File: config.mk
export PLATFORM = sky130hd
export DESIGN_NAME = port_power_ctrl
export DESIGN_NICKNAME = d
export VERILOG_FILES = /design/src/port_power_pkg.sv /design/src/pin_sync.sv /design/src/power_source_select.sv /design/src/port_power_ctrl.sv
export SDC_FILE = /design/constraint.sdc
export NUM_CORES = 1
export LEC_CHECK = 0
export BUFFER_PORTS_ARGS = -buffer_cell sky130_fd_sc_hd__buf_2
export CAP_MARGIN = 20
export CORE_ASPECT_RATIO = 0.5
export CORE_MARGIN = 5
export CORE_UTILIZATION = 50
export DETAILED_ROUTE_END_ITERATION = 10
export PLACE_DENSITY = 0.79
export SYNTH_ARGS = -nofsm -noshare
export SYNTH_HDL_FRONTEND = slang
export SYNTH_HIERARCHICAL = 1
export SYNTH_SLANG_ARGS = --single-unit
File: constraint.sdc
create_clock -name clk_i -period 3.5 [get_ports clk_i]
set_input_delay 0.525 -clock clk_i [delete_from_list [all_inputs] [get_ports clk_i]]
set_output_delay 0.525 -clock clk_i [all_outputs]
set_load 0.01 [all_outputs]
File: src/port_power_pkg.sv
// Shared constants and types for the port power pad and source select block.
// Assumes a word-wide register bus where each register index sits at
// four times its index in byte addresses.
package port_power_pkg;

   // Register indices; byte address is four times the index.
   localparam logic [13:0] IDX_PULLDOWN = 14'h092e;
   localparam logic [13:0] IDX_DIRECTION = 14'h0932;
   localparam logic [13:0] IDX_OUTPUT = 14'h0936;
   localparam logic [13:0] IDX_INPUT = 14'h093a;
   localparam logic [13:0] IDX_PULLUP = 14'h093e;
   localparam logic [13:0] IDX_SELECT1 = 14'h3c00;
   localparam logic [13:0] IDX_SELECT2 = 14'h3c04;
   localparam logic [13:0] IDX_STATUS = 14'h3c08;

   // Values after reset.
   localparam logic [7:1] PAD_RESET = 7'h00;
   localparam logic [7:0] SELECT_RESET = 8'h00;

   // Writable bits of the select registers; bit 6 reads as zero.
   localparam logic [7:0] SELECT_WRITE_MASK = 8'hbf;

   // Field positions inside a select register.
   localparam int unsigned SEL_COMBINED_BIT = 7;
   localparam int unsigned SEL_DISABLED_BIT = 5;
   localparam int unsigned SEL_NR_BIT = 4;

   // Field positions inside the status register.
   localparam int unsigned STAT_POWER_LSB = 0;
   localparam int unsigned STAT_OC_LSB = 2;
   localparam int unsigned STAT_DIS_LSB = 4;

   // Power source encodings.
   localparam logic [3:0] SRC_OFF = 4'h0;
   localparam logic [3:0] SRC_USB2 = 4'h1;
   localparam logic [3:0] SRC_USB3 = 4'h2;
   localparam logic [3:0] SRC_EITHER = 4'h3;
   localparam logic [3:0] SRC_GPIO = 4'h4;

   // One port's power select register.
   typedef struct packed {
      logic combined;
      logic reserved;
      logic disabled;
      logic non_removable_attached;
      logic [3:0] power_source_field;
   } power_select_t;

   // The three requests that may turn a port's power on.
   typedef struct packed {
      logic usb2;
      logic usb3;
      logic gpio;
   } power_request_t;

   // Register bus slave states.
   typedef enum logic [1:0] {
      BUS_IDLE = 2'b01,
      BUS_ACK = 2'b10
   } bus_state_t;

endpackage

File: src/pin_sync.sv
// Two-stage synchroniser for a group of level inputs.
// Assumes the inputs are slow levels; pulses shorter than a clock are lost.
`timescale 1ns/1ps
module pin_sync #(
   parameter int unsigned WIDTH = 1
) (
   input wire logic clk_i,
   input wire logic rst_i,
   input wire logic [WIDTH-1:0] async_i,
   output logic [WIDTH-1:0] sync_o
);

   logic [WIDTH-1:0] meta_reg;

   // Only the second stage is read outside this module.
   always_ff @(posedge clk_i) begin
      if (rst_i) begin
         meta_reg <= '0;
         sync_o <= '0;
      end else begin
         meta_reg <= async_i;
         sync_o <= meta_reg;
      end
   end

endmodule

File: src/power_source_select.sv
// Combinational choice of one port's power state from its select register.
// Assumes the select register is stable during operation.
`timescale 1ns/1ps
module power_source_select
   import port_power_pkg::*;
(
   input wire power_select_t select_i,
   input wire power_request_t request_i,
   output logic power_on_o
);

   // Decodes the source field; reserved codes keep the port unpowered.
   function automatic logic source_on(input logic [3:0] src,
                                      input power_request_t req);
      unique case (src)
         SRC_OFF: source_on = 1'b0;
         SRC_USB2: source_on = req.usb2;
         SRC_USB3: source_on = req.usb3;
         SRC_EITHER: source_on = req.usb2 | req.usb3;
         SRC_GPIO: source_on = req.gpio;
         default: source_on = 1'b0;
      endcase
   endfunction

   // A permanently disabled port never receives power.
   always_comb begin
      power_on_o = source_on(select_i.power_source_field, request_i) &
                   ~select_i.disabled;
   end

endmodule

File: src/port_power_ctrl.sv
// Port power pad control and per-port power source selection.
// Assumes a classic Wishbone master on clk_i and external pad buffers
// that resolve the pad level from pad_out_o and pad_oe_n_o.
`timescale 1ns/1ps
module port_power_ctrl
   import port_power_pkg::*;
#(
   parameter int unsigned NUM_PORTS = 2
) (
   input wire logic clk_i,
   input wire logic rst_i,
   input wire logic wb_cyc_i,
   input wire logic wb_stb_i,
   input wire logic wb_we_i,
   input wire logic [15:0] wb_adr_i,
   input wire logic [3:0] wb_sel_i,
   input wire logic [31:0] wb_dat_i,
   output logic [31:0] wb_dat_o,
   output logic wb_ack_o,
   input wire logic [7:1] pad_in_i,
   output logic [7:1] pad_out_o,
   output logic [7:1] pad_oe_n_o,
   output logic [7:1] pad_pullup_o,
   output logic [7:1] pad_pulldown_o,
   input wire logic [NUM_PORTS-1:0] usb2_power_on_i,
   input wire logic [NUM_PORTS-1:0] usb3_power_on_i,
   input wire logic [NUM_PORTS-1:0] gpio_power_i,
   input wire logic [NUM_PORTS-1:0] ocs_n_i,
   output logic [NUM_PORTS-1:0] port_power_on_o,
   output logic [NUM_PORTS-1:0] overcurrent_o,
   output logic [NUM_PORTS-1:0] port_disabled_o,
   output logic [NUM_PORTS-1:0] non_removable_attached_o,
   output logic [NUM_PORTS-1:0] shared_pin_mode_o
);

   ////////////////////////////////////////////////////////////////////////
   // Declarations.

   bus_state_t state_reg;
   bus_state_t state_next;
   logic [7:1] pulldown_reg;
   logic [7:1] direction_reg;
   logic [7:1] output_reg;
   logic [7:1] pullup_reg;
   power_select_t select_reg [NUM_PORTS];
   logic [7:1] pad_sync;
   logic [NUM_PORTS-1:0] gpio_sync;
   logic [NUM_PORTS-1:0] ocs_sync;
   logic [NUM_PORTS-1:0] power_on_next;
   logic [7:0] status_word;
   logic bus_req;
   logic commit_write;

   ////////////////////////////////////////////////////////////////////////
   // Address decode helpers.

   // True when the held bus address selects the given register index.
   function automatic logic addressed(input logic [15:0] adr,
                                      input logic [13:0] idx);
      addressed = (adr[15:2] == idx);
   endfunction

   // Read value of the register at the given address; unmapped reads zero.
   function automatic logic [7:0] read_byte(input logic [15:0] adr,
                                            input logic [7:0] sel1,
                                            input logic [7:0] sel2,
                                            input logic [7:0] stat);
      read_byte = 8'h00;
      if (addressed(adr, IDX_PULLDOWN)) begin
         read_byte = {pulldown_reg, 1'b0};
      end else if (addressed(adr, IDX_DIRECTION)) begin
         read_byte = {direction_reg, 1'b0};
      end else if (addressed(adr, IDX_OUTPUT)) begin
         read_byte = {output_reg, 1'b0};
      end else if (addressed(adr, IDX_INPUT)) begin
         read_byte = {pad_sync, 1'b0};
      end else if (addressed(adr, IDX_PULLUP)) begin
         read_byte = {pullup_reg, 1'b0};
      end else if (addressed(adr, IDX_SELECT1)) begin
         read_byte = sel1;
      end else if (addressed(adr, IDX_SELECT2)) begin
         read_byte = sel2;
      end else if (addressed(adr, IDX_STATUS)) begin
         read_byte = stat;
      end
   endfunction

   ////////////////////////////////////////////////////////////////////////
   // Pin synchronisers.

   // Pad levels come from outside the clock domain.
   pin_sync #(
      .WIDTH(7)
   ) u_pad_sync (
      .clk_i(clk_i),
      .rst_i(rst_i),
      .async_i(pad_in_i),
      .sync_o(pad_sync)
   );

   // Sense is inverted first so the flops' reset value means no fault.
   pin_sync #(
      .WIDTH(2 * NUM_PORTS)
   ) u_port_sync (
      .clk_i(clk_i),
      .rst_i(rst_i),
      .async_i({gpio_power_i, ~ocs_n_i}),
      .sync_o({gpio_sync, ocs_sync})
   );

   ////////////////////////////////////////////////////////////////////////
   // Wishbone slave.

   assign bus_req = wb_cyc_i & wb_stb_i;
   // A write lands on the edge at which the master samples ack high.
   assign commit_write = (state_reg == BUS_ACK) & bus_req & wb_we_i &
                         wb_sel_i[0];

   // Every access is answered one cycle after it is seen, then ack drops.
   always_comb begin
      state_next = state_reg;
      unique case (state_reg)
         BUS_IDLE: begin
            if (bus_req) begin
               state_next = BUS_ACK;
            end
         end
         BUS_ACK: state_next = BUS_IDLE;
         default: state_next = BUS_IDLE;
      endcase
   end

   // Bus state and acknowledge.
   always_ff @(posedge clk_i) begin
      if (rst_i) begin
         state_reg <= BUS_IDLE;
         wb_ack_o <= 1'b0;
      end else begin
         state_reg <= state_next;
         wb_ack_o <= (state_next == BUS_ACK);
      end
   end

   // Read data is captured with the ack so it stands for the whole answer.
   always_ff @(posedge clk_i) begin
      if (rst_i) begin
         wb_dat_o <= 32'h0000_0000;
      end else if (state_reg == BUS_IDLE && bus_req && !wb_we_i) begin
         wb_dat_o <= {24'h00_0000,
                      read_byte(wb_adr_i, select_reg[0], select_reg[1],
                                status_word)};
      end
   end

   ////////////////////////////////////////////////////////////////////////
   // Pad control registers; bit 0 is reserved and reads as zero.

   always_ff @(posedge clk_i) begin
      if (rst_i) begin
         pulldown_reg <= PAD_RESET;
         direction_reg <= PAD_RESET;
         output_reg <= PAD_RESET;
         pullup_reg <= PAD_RESET;
      end else if (commit_write) begin
         if (addressed(wb_adr_i, IDX_PULLDOWN)) begin
            pulldown_reg <= wb_dat_i[7:1];
         end
         if (addressed(wb_adr_i, IDX_DIRECTION)) begin
            direction_reg <= wb_dat_i[7:1];
         end
         if (addressed(wb_adr_i, IDX_OUTPUT)) begin
            output_reg <= wb_dat_i[7:1];
         end
         if (addressed(wb_adr_i, IDX_PULLUP)) begin
            pullup_reg <= wb_dat_i[7:1];
         end
      end
   end

   // Select registers; writes are accepted at any time, but changing them
   // live glitches port power, so software loads them once.
   always_ff @(posedge clk_i) begin
      if (rst_i) begin
         select_reg[0] <= power_select_t'(SELECT_RESET);
         select_reg[1] <= power_select_t'(SELECT_RESET);
      end else if (commit_write) begin
         if (addressed(wb_adr_i, IDX_SELECT1)) begin
            select_reg[0] <= power_select_t'(wb_dat_i[7:0] &
                                             SELECT_WRITE_MASK);
         end
         if (addressed(wb_adr_i, IDX_SELECT2)) begin
            select_reg[1] <= power_select_t'(wb_dat_i[7:0] &
                                             SELECT_WRITE_MASK);
         end
      end
   end

   ////////////////////////////////////////////////////////////////////////
   // Pad drivers; one cycle behind the registers so outputs are flops.

   always_ff @(posedge clk_i) begin
      if (rst_i) begin
         pad_out_o <= 7'h00;
         pad_oe_n_o <= 7'h7f;
         pad_pullup_o <= 7'h00;
         pad_pulldown_o <= 7'h00;
      end else begin
         pad_out_o <= output_reg & direction_reg;
         pad_oe_n_o <= ~direction_reg;
         pad_pullup_o <= pullup_reg;
         pad_pulldown_o <= pulldown_reg;
      end
   end

   ////////////////////////////////////////////////////////////////////////
   // Per-port power source selection.

   for (genvar p = 0; p < NUM_PORTS; p++) begin : g_port
      power_source_select u_select (
         .select_i(select_reg[p]),
         .request_i({usb2_power_on_i[p], usb3_power_on_i[p],
                     gpio_sync[p]}),
         .power_on_o(power_on_next[p])
      );
   end

   // Port outputs. In shared mode the sense comes from the port's own pad,
   // pad p+1, since the power pin doubles as the over-current input.
   always_ff @(posedge clk_i) begin
      if (rst_i) begin
         port_power_on_o <= '0;
         overcurrent_o <= '0;
         port_disabled_o <= '0;
         non_removable_attached_o <= '0;
         shared_pin_mode_o <= '0;
      end else begin
         port_power_on_o <= power_on_next;
         for (int p = 0; p < NUM_PORTS; p++) begin
            if (select_reg[p].combined) begin
               overcurrent_o[p] <= ~pad_sync[p+1];
            end else begin
               overcurrent_o[p] <= ocs_sync[p];
            end
            port_disabled_o[p] <= select_reg[p].disabled;
            non_removable_attached_o[p] <=
               select_reg[p].non_removable_attached;
            shared_pin_mode_o[p] <= select_reg[p].combined;
         end
      end
   end

   // Status word shows the live port state to software.
   always_comb begin
      status_word = 8'h00;
      status_word[STAT_POWER_LSB +: 2] = port_power_on_o[1:0];
      status_word[STAT_OC_LSB +: 2] = overcurrent_o[1:0];
      status_word[STAT_DIS_LSB +: 2] = port_disabled_o[1:0];
   end

   ////////////////////////////////////////////////////////////////////////
   // Checks.

   a_pad_dir_follow: assert property (@(posedge clk_i) disable iff (rst_i)
      !$past(rst_i) |-> pad_oe_n_o == ~$past(direction_reg))
      else $error("pad enable does not follow direction");
   a_pad_drive_gate: assert property (@(posedge clk_i) disable iff (rst_i)
      (pad_out_o & pad_oe_n_o) == 7'h00)
      else $error("pad data driven while input");
   a_pad_out_data: assert property (@(posedge clk_i) disable iff (rst_i)
      !$past(rst_i) |->
      pad_out_o == ($past(output_reg) & $past(direction_reg)))
      else $error("pad data does not follow output register");
   a_pull_up_down: assert property (@(posedge clk_i) disable iff (rst_i)
      !$past(rst_i) |-> pad_pullup_o == $past(pullup_reg) &&
      pad_pulldown_o == $past(pulldown_reg))
      else $error("pull enables do not follow registers");
   a_pullup_bit: assert property (@(posedge clk_i) disable iff (rst_i)
      commit_write && addressed(wb_adr_i, IDX_PULLUP) |=>
      ##1 pad_pullup_o == $past(wb_dat_i[7:1], 2))
      else $error("pull-up write did not reach pad");
   a_input_read: assert property (@(posedge clk_i) disable iff (rst_i)
      wb_ack_o && !wb_we_i && addressed(wb_adr_i, IDX_INPUT) |->
      wb_dat_o[7:0] == {$past(pad_sync), 1'b0})
      else $error("input register read wrong pad level");
   a_bus_ack_pulse: assert property (@(posedge clk_i) disable iff (rst_i)
      bus_req && !wb_ack_o |-> ##1 wb_ack_o ##1 !wb_ack_o)
      else $error("ack not a single cycle after request");

   for (genvar p = 0; p < NUM_PORTS; p++) begin : g_check
      a_disabled_off: assert property (@(posedge clk_i) disable iff (rst_i)
         $past(select_reg[p].disabled) |-> !port_power_on_o[p])
         else $error("disabled port has power");
      a_source_off: assert property (@(posedge clk_i) disable iff (rst_i)
         $past(select_reg[p].power_source_field) == SRC_OFF |->
         !port_power_on_o[p])
         else $error("port powered with source off");
      a_usb2_follow: assert property (@(posedge clk_i) disable iff (rst_i)
         $past(select_reg[p]) == {4'h0, SRC_USB2} |->
         port_power_on_o[p] == $past(usb2_power_on_i[p]))
         else $error("port power does not follow usb2");
      a_usb3_follow: assert property (@(posedge clk_i) disable iff (rst_i)
         $past(select_reg[p]) == {4'h0, SRC_USB3} |->
         port_power_on_o[p] == $past(usb3_power_on_i[p]))
         else $error("port power does not follow usb3");
      a_either_follow: assert property (@(posedge clk_i) disable iff (rst_i)
         $past(select_reg[p]) == {4'h0, SRC_EITHER} |->
         port_power_on_o[p] ==
         ($past(usb2_power_on_i[p]) | $past(usb3_power_on_i[p])))
         else $error("port power is not usb2 or usb3");
      a_gpio_follow: assert property (@(posedge clk_i) disable iff (rst_i)
         $past(select_reg[p]) == {4'h0, SRC_GPIO} |->
         port_power_on_o[p] == $past(gpio_sync[p]))
         else $error("port power does not follow gpio");
      a_sense_source: assert property (@(posedge clk_i) disable iff (rst_i)
         !$past(rst_i) |-> overcurrent_o[p] ==
         ($past(select_reg[p].combined) ? !$past(pad_sync[p+1]) :
          $past(ocs_sync[p])))
         else $error("over-current from wrong pin");
      a_nr_report: assert property (@(posedge clk_i) disable iff (rst_i)
         !$past(rst_i) |-> non_removable_attached_o[p] ==
         $past(select_reg[p].non_removable_attached))
         else $error("non-removable flag not reported");
   end

endmodule

==> results.md, run 1 <==
- Outcome: finished, final reports clean
- Share of the synthesized area in the top cell type: 43.7%
- Vias: 3,303
- Starting density of the core: 51.7%
- Min Tclk post-route: 2440 ps
- Fraction of layout cells with a size suffix above 1: 28.9%
- Worst vdd rail ir drop: 0.000325 V
- Clock skew: 5.69 ps
- Largest net degree at the start of global routing: 54
- Max FFs per register: 14
- Hold Slack: 328 ps
- 1st-iter DRT viols: 183
- HPWL Detailed: 7190 um
- Antenna Cells: 0
- GRT Util Overall: 19.1%
- Placed cells: 611
- Post-synthesis async set-or-reset flop share: 0%
- Drt pass-1 iters: 4
- Synth Warn #: 6
- Register bit count reported by yosys: 113
- Period utilization: 69.7%
- ANT nets after route: 0
- R2R cell count: 5
- DRC viols: 0
- Filler Cells Inserted: 710
- Area of the multi-input gates: 1900 um^2
- Worst slew margin: 43.9%
- Leak: 2.53 nW
- Distinct cells, synth: 55
- NumNets Final: 585
- Sink Count: 113
- Vias/cell: 5.14
- Rows: 24
- Initial antenna violation count: 0
- Worst-Skew Late Latency: 410 ps
- Slew Limit Fails: 0
- Sum Neg Setup Slack: 0 ps
- Die H: 77.3 um
- Sequential area share after synthesis: 53.0%
- CTS Hold Bufs: 0
- Clock-pin slew on the worst setup and hold paths: 50 ps
- Syn Area/Cell: 10.8 um^2
- Cell taking the most area after synthesis: dfxtp_1
- Post-synth EDFFs: 14
- Min-Delay Path Class: in -> reg
- CTS tree: done
- CTS Buf Count: 17
- Pwr dens: 566 nW/um^2
- Final Hold Viols: 0
- Final WL: 10,200 um
- Root Driver: clkbuf_16
- I/O pin count: 143
- Netlist Area Pre-Place: 4530 um^2
- PortBufs: 89
- Setup crit end kind: register
- Post-CTS Setup Bufs: 0
- Final Setup Violations: 0
- Worst Hold Depth: 2
- First-pass GRT wire length: 16,100 um
- Post-Syn Instances: 421
- Unrepaired setup endpoints after global routing: false
- Worst slew pin tran: 840 ps
- Die W: 145 um
- Crit Path Class: in -> reg
- Main flop type after synthesis: dfxtp_1
- # H-tree levels: 4
- Number of global-route vias before repair: 3,148
- Max-Cap Viols: 0
- WP data arrival: 2750 ps
- Layout area overhead: 22.0%
- Reg area: 2400 um^2
- Grt total ovfl: 0
- Synth top area cells: dfxtp_1 44%, edfxtp_1 9.3%, mux2i_1 9.3%
- Drt wl/cell: 15.9 um
- Worst EP required: 3810 ps
- Core ar.: 8770 um^2
- Max Fclk: 410 MHz
- Die area: 11,200 um^2
- Layout Cells excl Fill: 643
- Gpl congestion: 0.866
- Clk buf depth: 2
- Crit path max fanout: 25
- Cells resized by post-CTS repair: 0
- CP startpoint kind: input port
[critical path, stage by stage]
cell,delay [ps]
buf_2,380
nor2b_1,740
a22oi_1,200
a311oi_1,410
o22ai_1,190
a311oi_1,290
[Yosys cell counts, drive strengths merged, types with 7 or more instances]
library cell,n
buf,35
dfxtp,99
a311oi,10
a21oi,7
and2,7
inv,8
and3,10
clkbuf,9
nor2,55
mux2i,42
edfxtp,14
nor2b,41
nand2,13
[cell type report]
class	count	area share [%]
clock buffer	20	8.08
inverter	8	0.543
multi-input combinational	279	34.4
timing repair buffer	94	8.74
clock inverter	12	2.10
tap	117	2.65
sequential	113	43.4
[routing by layer]
| layer | track usage (%) | vias up | wire length, um |
|---|---|---|---|
| li1 | - | 1623 | - |
| met1 | 23.8 | 1545 | 4300 |
| met2 | 29.9 | 122 | 4780 |
| met3 | 8.02 | 13 | 991 |
| met4 | 6.70 | 0 | 144 |
| met5 | 0 | - | 0 |
[cell usage in the layout, fill, tap and decap left out, types with 3 or more instances in the layout]
cell	instances
inv_1	8
clkinv_2	6
a2bb2oi_1	5
mux2i_1	42
a22oi_1	5
edfxtp_1	14
or2_2	3
nor2b_2	10
clkbuf_16	17
buf_4	5
conb_1	24
nor2_1	52
a211oi_1	3
dfxtp_1	99
clkinvlp_4	3
a21oi_1	7
or3_1	5
a31oi_1	4
nand2_1	12
nand3_1	4
nor2b_1	31
buf_2	89
and3_1	10
and2b_1	3
and2_1	7
o22ai_1	5
a311oi_1	10
[kinds of logic after synthesis]
kind of cell	after synthesis	synth area share [%]
AO/OA/AOI/OAI	49	8.06
multiplexers	43	9.78
AND/OR/NAND/NOR	163	22.2
other	1	0.0828
flip-flops	113	53.0
buffers and inverters	52	6.85
[stage by stage]
| step | area [um^2] | setup slack [ps] | util [%] | power [mW] |
|---|---|---|---|---|
| 2_1_floorplan | 4620 | 700 | - | 1.49 |
| 3_3_place_gp | 4970 | 784 | 56.6 | 1.54 |
| 3_5_place_dp | 4970 | 757 | 56.6 | 1.54 |
| 4_1_cts | 5530 | 1130 | 63.1 | 3.15 |
| 5_1_grt | 5530 | 974 | 63.1 | 3.24 |
| 6_report | 5530 | 1060 | 63.1 | 3.13 |
[power breakdown]
| group | switching (mW) | leakage [nW] | internal (mW) |
|---|---|---|---|
| sequential | 0.0121 | 0.951 | 1.34 |
| clock | 0.564 | 0.273 | 1.05 |
| combinational | 0.103 | 1.30 | 0.0612 |
| total | 0.679 | 2.53 | 2.45 |
[worst paths after layout]
kind / start / end / slack, ps
max: wb_adr_i[5] / wb_dat_o[4] / 1060
min: gpio_power_i[1] / u_port_sync/meta_reg[3] / 330
max reg2reg: state_reg[0] / output_reg[4] / 1850
min reg2reg: direction_reg[2] / pad_oe_n_o[2] / 410
(Power assumes the default switching activity.)
==> inputs of run 2 (changes only) <==
--- a/config.mk
+++ b/config.mk
@@ -5,13 +5,14 @@
 export SDC_FILE = /design/constraint.sdc
 export NUM_CORES = 1
 export LEC_CHECK = 0
+export ABC_AREA = 1
 export BUFFER_PORTS_ARGS = -buffer_cell sky130_fd_sc_hd__buf_2
 export CAP_MARGIN = 20
 export CORE_ASPECT_RATIO = 0.5
 export CORE_MARGIN = 5
 export CORE_UTILIZATION = 50
 export DETAILED_ROUTE_END_ITERATION = 10
-export PLACE_DENSITY = 0.79
+export PLACE_DENSITY = 0.78
 export SYNTH_ARGS = -nofsm -noshare
 export SYNTH_HDL_FRONTEND = slang
 export SYNTH_HIERARCHICAL = 1
==> constraint.sdc (replaced) <==
create_clock -name clk_i -period 2.3 [get_ports clk_i]
set_input_delay 0.345 -clock clk_i [delete_from_list [all_inputs] [get_ports clk_i]]
set_output_delay 0.345 -clock clk_i [all_outputs]
set_load 0.01 [all_outputs]
==> run 2 against run 1 <==
Effect of this change:
- sequential power increased by 52%
- cell area rose by 1.6%
- critical path depth unchanged
- setup slack lost 370 ps
- clock skew up 2.9 ps
- synthesized cell count is 38% higher
- sequential cell count unchanged
- combinational power up 26%
- clock power increased by 67%
- critical endpoint unchanged
==> results.md, run 2 <==
- Outcome: finished, final reports clean
- DRC viols: 0
- Top-count cell post-synth: dfxtp_1
- GR met2 Demand/Resource: 32.5%
- Pwr dens: 884 nW/um^2
- First-pass GRT wire length: 17,200 um
- Most common cell after layout, fill and taps aside: dfxtp_1
- Vias: 3,899
- Cells resized by post-CTS repair: 0
- ANT nets after route: 0
- Cell breakdown of the critical path: inv_1 > or3_1 > nor2_2 > inv_2 > nor2_1 > a21oi_1
- GRT Util Overall: 19.8%
- Crit Path Class: reg -> reg
- Commonest non-fill, non-tap cells in the layout: 99 x dfxtp_1, 96 x inv_1, 96 x nor2_1
- Starting density of the core: 51.7%
- R2R Setup Slk: 690 ps
- HPWL Detailed: 7610 um
- Hold Slack: 131 ps
- Largest stage delay, worst path: 400 ps
- Sequential area share after synthesis: 53.0%
- Final Hold Viols: 0
- Fraction of layout cells with a size suffix above 1: 23.3%
- Leak: 2.59 nW
- Worst-Skew Late Latency: 410 ps
- Initial antenna violation count: 0
- Max FFs per register: 14
- # H-tree levels: 4
- Cell taking the most area after synthesis: dfxtp_1
- Distinct cells, synth: 24
- Post-synth EDFFs: 14
- NumNets Final: 754
- Grt total ovfl: 0
- Max-Cap Viols: 0
- CTS Hold Bufs: 0
- Met3 Track Usage GR: 6.08%
- Main flop type after synthesis: dfxtp_1
- Setup crit end kind: register
- Min Tclk post-route: 1610 ps
- Unrepaired setup endpoints after global routing: false
- WP data arrival: 1900 ps
- PortBufs: 89
- Min-Delay Path Class: in -> reg
- Gpl congestion: 0.891
- CTS Buf Count: 17
- Worst slew pin tran: 535 ps
- Die H: 77.4 um
- Reg area: 2400 um^2
- Max Fclk: 620 MHz
- Filler Cells Inserted: 754
- Layout area overhead: 23.8%
- Area of the multi-input gates: 1540 um^2
- Slew Limit Fails: 0
- Register bit count reported by yosys: 113
- Largest net degree at the start of global routing: 50
- Sink Count: 113
- Antenna Cells: 0
- Worst EP required: 2590 ps
- Synth Warn #: 6
- 1st-iter DRT viols: 398
- Period utilization: 70.1%
- Post-Syn Instances: 583
- Global routing's busiest layer: met2
- CP max-delay cell: or3_1
- Clock-pin slew on the worst setup and hold paths: 60 ps
- Netlist Area Pre-Place: 4540 um^2
- Final Total Pwr: 4.97 mW
- M1 GR Usage: 25.4%
- Worst vdd rail ir drop: 0.000511 V
- Drt pass-1 iters: 5
- CP startpoint kind: register
- Worst slew margin: 64.3%
- Die area: 11,200 um^2
- Core ar.: 8770 um^2
- Vias/cell: 4.80
- Final WL: 10,900 um
- Share of the synthesized area in the top cell type: 43.7%
- CTS tree: done
- Sum Neg Setup Slack: 0 ps
- Drt wl/cell: 13.4 um
- Bufs and invs on worst path: 2
- Final Setup Violations: 0
- Root Driver: clkbuf_16
- CP top delay family: simple AND/OR/NAND/NOR gates
- Die W: 145 um
- Clock skew: 8.62 ps
- Post-CTS Setup Bufs: 0
- Synth top area cells: dfxtp_1 44%, edfxtp_1 9.3%, inv_1 7.9%
- Crit path max fanout: 9
- Post-synth top cells: 99 x dfxtp_1, 96 x inv_1, 96 x nor2_1
- I/O pin count: 143
- Syn Area/Cell: 7.78 um^2
- Rows: 24
- Clk buf depth: 2
- Post-synthesis async set-or-reset flop share: 0%
- Number of global-route vias before repair: 3,584
-- run 2: changes by cell type in the layout (fill, tap and decap cells not counted), moves of 8 or more --
cell / before / now
inv_1: 8 / 96
nand2_1: 12 / 81
nor2_1: 52 / 96
mux2i_1: 42 / 0
a21oi_1: 7 / 45
o21ai_0: 1 / 37
nor2b_1: 31 / 0
inv_2: 0 / 17
o21ai_1: 0 / 11
a311oi_1: 10 / 0
and3_1: 10 / 0
nand3_1: 4 / 14
nor2b_2: 10 / 0
nor2_2: 1 / 9
-- run 2: worst paths after layout --
path                            from  cells past startpoint                      end
min reg2reg  u_port_sync/meta_reg[3]                      2    u_port_sync/sync_o[3]
min                  gpio_power_i[0]                      3  u_port_sync/meta_reg[2]
max                     state_reg[0]                      6              wb_dat_o[4]
max reg2reg             state_reg[0]                      6              wb_dat_o[4]
-- run 2: cell type report --
cell class / instances / area share (%)
clock inverter: 14 / 3.21
sequential: 113 / 42.8
tap: 117 / 2.61
clock buffer: 18 / 7.82
timing repair buffer: 95 / 8.73
inverter: 113 / 7.55
multi-input combinational: 342 / 27.3
-- run 2: worst reg2reg max path: stages, from the launching register on --
cell and delay, ps:
dfxtp_1 310, inv_1 50, or3_1 400, nor2_2 320, inv_2 160, nor2_1 170
a21oi_1 100
-- run 2: through the flow --
step                      cells  worst slack [ps]  area, um^2  utilization, %
after global placement      780               480        5000            57.0
after CTS                   812               688        5620            64.1
final                       812               688        5620            64.1
after global routing        812               531        5620            64.1
after detailed placement    780               447        5000            57.0
after floorplan             606               806        4620               -
-- run 2: kinds of logic (layout without fill, tap and decap cells) --
group | count (synthesis) | after routing | synth area share [%]
buf+inv | 151 | 240 | 15.1
flops | 113 | 113 | 53.0
compound gates | 98 | 98 | 10.9
simple gates | 220 | 220 | 20.9
other cells | 1 | 24 | 0.0827
-- run 2: routing by layer --
layer / up-vias / share of wire, %
met3: 11 / 8.7
met1: 1757 / 42
met5: - / 0
met2: 170 / 48
met4: 0 / 0.77
li1: 1961 / -
-- run 2: report_power, final --
part	switching, mW	internal (mW)	total (mW)	leakage, nW
sequential	0.0185	2.04	2.05	0.951
combinational	0.140	0.0675	0.207	1.34
clock	0.962	1.74	2.71	0.294
==> inputs of run 3 (changes only) <==
--- a/config.mk
+++ b/config.mk
@@ -5,14 +5,14 @@
 export SDC_FILE = /design/constraint.sdc
 export NUM_CORES = 1
 export LEC_CHECK = 0
-export ABC_AREA = 1
+export ABC_AREA = 0
 export BUFFER_PORTS_ARGS = -buffer_cell sky130_fd_sc_hd__buf_2
 export CAP_MARGIN = 20
 export CORE_ASPECT_RATIO = 0.5
 export CORE_MARGIN = 5
 export CORE_UTILIZATION = 50
 export DETAILED_ROUTE_END_ITERATION = 10
-export PLACE_DENSITY = 0.78
+export PLACE_DENSITY = 0.79
 export SYNTH_ARGS = -nofsm -noshare
 export SYNTH_HDL_FRONTEND = slang
 export SYNTH_HIERARCHICAL = 1
==> constraint.sdc (replaced) <==
create_clock -name clk_i -period 1.6 [get_ports clk_i]
set_input_delay 0.24 -clock clk_i [delete_from_list [all_inputs] [get_ports clk_i]]
set_output_delay 0.24 -clock clk_i [all_outputs]
set_load 0.01 [all_outputs]
==> run 3 against run 2 <==
Effect of this change:
- the run now ends with negative setup slack left
- cell area rose by 7.4%
- register-to-register slack got worse by 690 ps
- clock skew shrank 1.5 ps
- wire length up 2.2%
- setup slack got worse by 710 ps
- sequential cell count unchanged
- largest power group unchanged
- highest routed layer unchanged
==> results.md, run 3 (synthesis results as in run 1) <==
- Outcome: complete, but fails checks
- Violated checks: negative setup slack
- Vias: 3,478
- PortBufs: 89
- Slew Limit Fails: 0
- Starting density of the core: 51.7%
- Post-CTS Setup Bufs: 0
- Most used cell, CP: buf_6
- First-pass GRT wire length: 17,600 um
- 1st-iter DRT viols: 220
- Worst EP required: 1720 ps
- ANT nets after route: 0
- Switching power: 1.52 mW
- GR met2 Demand/Resource: 33.1%
- Max Fclk: 616 MHz
- Switching part of the total: 20.6%
- Placed cells: 646
- # H-tree levels: 4
- M1 GR Usage: 26.2%
- Worst vdd rail ir drop: 0.000819 V
- Die area: 11,200 um^2
- CP top delay family: simple AND/OR/NAND/NOR gates
- Clk buf depth: 2
- CTS Buf Count: 17
- Final Hold Viols: 0
- Clock-pin slew on the worst setup and hold paths: 50 ps
- CTS tree: done
- Core ar.: 8770 um^2
- Sink Count: 113
- Final Setup Violations: 14
- Sequential Power Share: 40.1%
- I/O pin count: 143
- Drt pass-1 iters: 4
- Drt wl/cell: 16.4 um
- Worst-Skew Late Latency: 400 ps
- Cell breakdown of the critical path: buf_6 > or4b_4 > nand4bb_1 > buf_6 > o41ai_4 > buf_6
- Min-Delay Path Class: in -> reg
- Largest net degree at the start of global routing: 46
- Number of global-route vias before repair: 3,441
- Antenna Cells: 0
- GRT Util Overall: 20.6%
- Hold Slack: 40.7 ps
- Die H: 77.3 um
- CP max-delay cell: or4b_4
- Most common cell after layout, fill and taps aside: dfxtp_1
- Clock skew: 7.08 ps
- Die W: 145 um
- HPWL Detailed: 8120 um
- Bufs and invs on worst path: 3
- Commonest non-fill, non-tap cells in the layout: 98 x dfxtp_1, 88 x buf_2, 51 x nor2_1
- WP data arrival: 1740 ps
- Fraction of layout cells with a size suffix above 1: 34.6%
- Setup crit end kind: register
- Final instance area: 6030 um^2
- Crit path max fanout: 7
- Unrepaired setup endpoints after global routing: true
- DRC viols: 0
- Global routing's busiest layer: met2
- Vias/cell: 5.13
- Met3 Track Usage GR: 6.34%
- Period utilization: 102%
- Crit Path Class: in -> reg
- Leak: 2.76 nW
- Pwr dens: 1220 nW/um^2
- Gate power share: 6.0%
- Max FFs per register: 14
- Max-Cap Viols: 0
- NumNets Final: 620
- Placement Cell Area: 5360 um^2
- Root Driver: clkbuf_16
- Layout area overhead: 33.2%
- Final worst slack: -24.3 ps
- CP startpoint kind: input port
- Cell Int Power: 5.86 mW
- Grt total ovfl: 0
- Gpl congestion: 0.873
- Min Tclk post-route: 1620 ps
- Rows: 24
- Clk network pwr share: 53.9%
- Final WL: 11,100 um
- Largest stage delay, worst path: 530 ps
- Layout Cells excl Fill: 678
- Initial antenna violation count: 0
run 3: cell types whose count changed in the layout (fill, tap and decap cells not counted), sizes merged, moves of 13 or more:
cell   change
a21oi     -38
nand3     -13
nor2b     +41
o21ai     -47
buf       +34
mux2i     +42
inv      -108
nor2      -53
nand2     -70
run 3: metrics by stage:
step	utilization, %	setup WS [ps]	setup TNS (ps)	power [mW]
detailed placement	61.2	-461	-22070	3.45
global route	68.8	-78.4	-1010	7.64
finish	68.8	-24.3	-257	7.38
global placement	61.2	-440	-20240	3.44
CTS	68.7	-8.88	-9.92	7.44
floorplan	-	-459	-10230	3.28
run 3: area by class of cell:
cell class	instances	area (um^2)
clock buffer	23	479
clock inverter	9	154
fill	656	2730
inverter	8	30.0
multi-input combinational	279	1990
sequential	113	2400
tap	117	146
timing repair buffer	129	830
run 3: what timing repair did:
| item | in CTS | in global routing |
|---|---|---|
| setup endpoints to repair | 21 | 37 |
| resized for setup | 6 | 4 |
| hold buffers | 0 | 0 |
| cloned | 0 | 0 |
| pin swaps | 2 | 10 |
run 3: worst paths after layout:
kind	start	to	cells past startpoint	slack (ps)
worst max-delay path	wb_adr_i[11]	select_reg[0][8]	6	-20
worst min-delay path	pad_in_i[7]	u_pad_sync/meta_reg[6]	2	40
worst max register to register	state_reg[0]	direction_reg[5]	5	0
worst min register to register	direction_reg[4]	pad_oe_n_o[4]	1	410
run 3: routing by layer:
layer  routed length [um]  up-vias
met5                    0        -
met4                  119        0
met3                  898       13
met2                 5400      124
met1                 4670     1645
li1                     -     1696
run 3: power groups by stage:
stage | clock network [mW] | registers (mW) | logic, mW
after floorplan | 0 | 3.01 | 0.263
after global routing | 4.20 | 2.96 | 0.481
final | 3.97 | 2.96 | 0.443
after detailed placement | 0 | 3.01 | 0.433
after CTS | 4.04 | 2.96 | 0.441
after global placement | 0 | 3.01 | 0.427
run 3: worst reg2reg max path: stages (launching register included):
cell,delay [ps]
dfxtp_2,320
and4b_1,290
and4b_2,320
nand4_4,240
mux2i_2,260
nor2_1,60
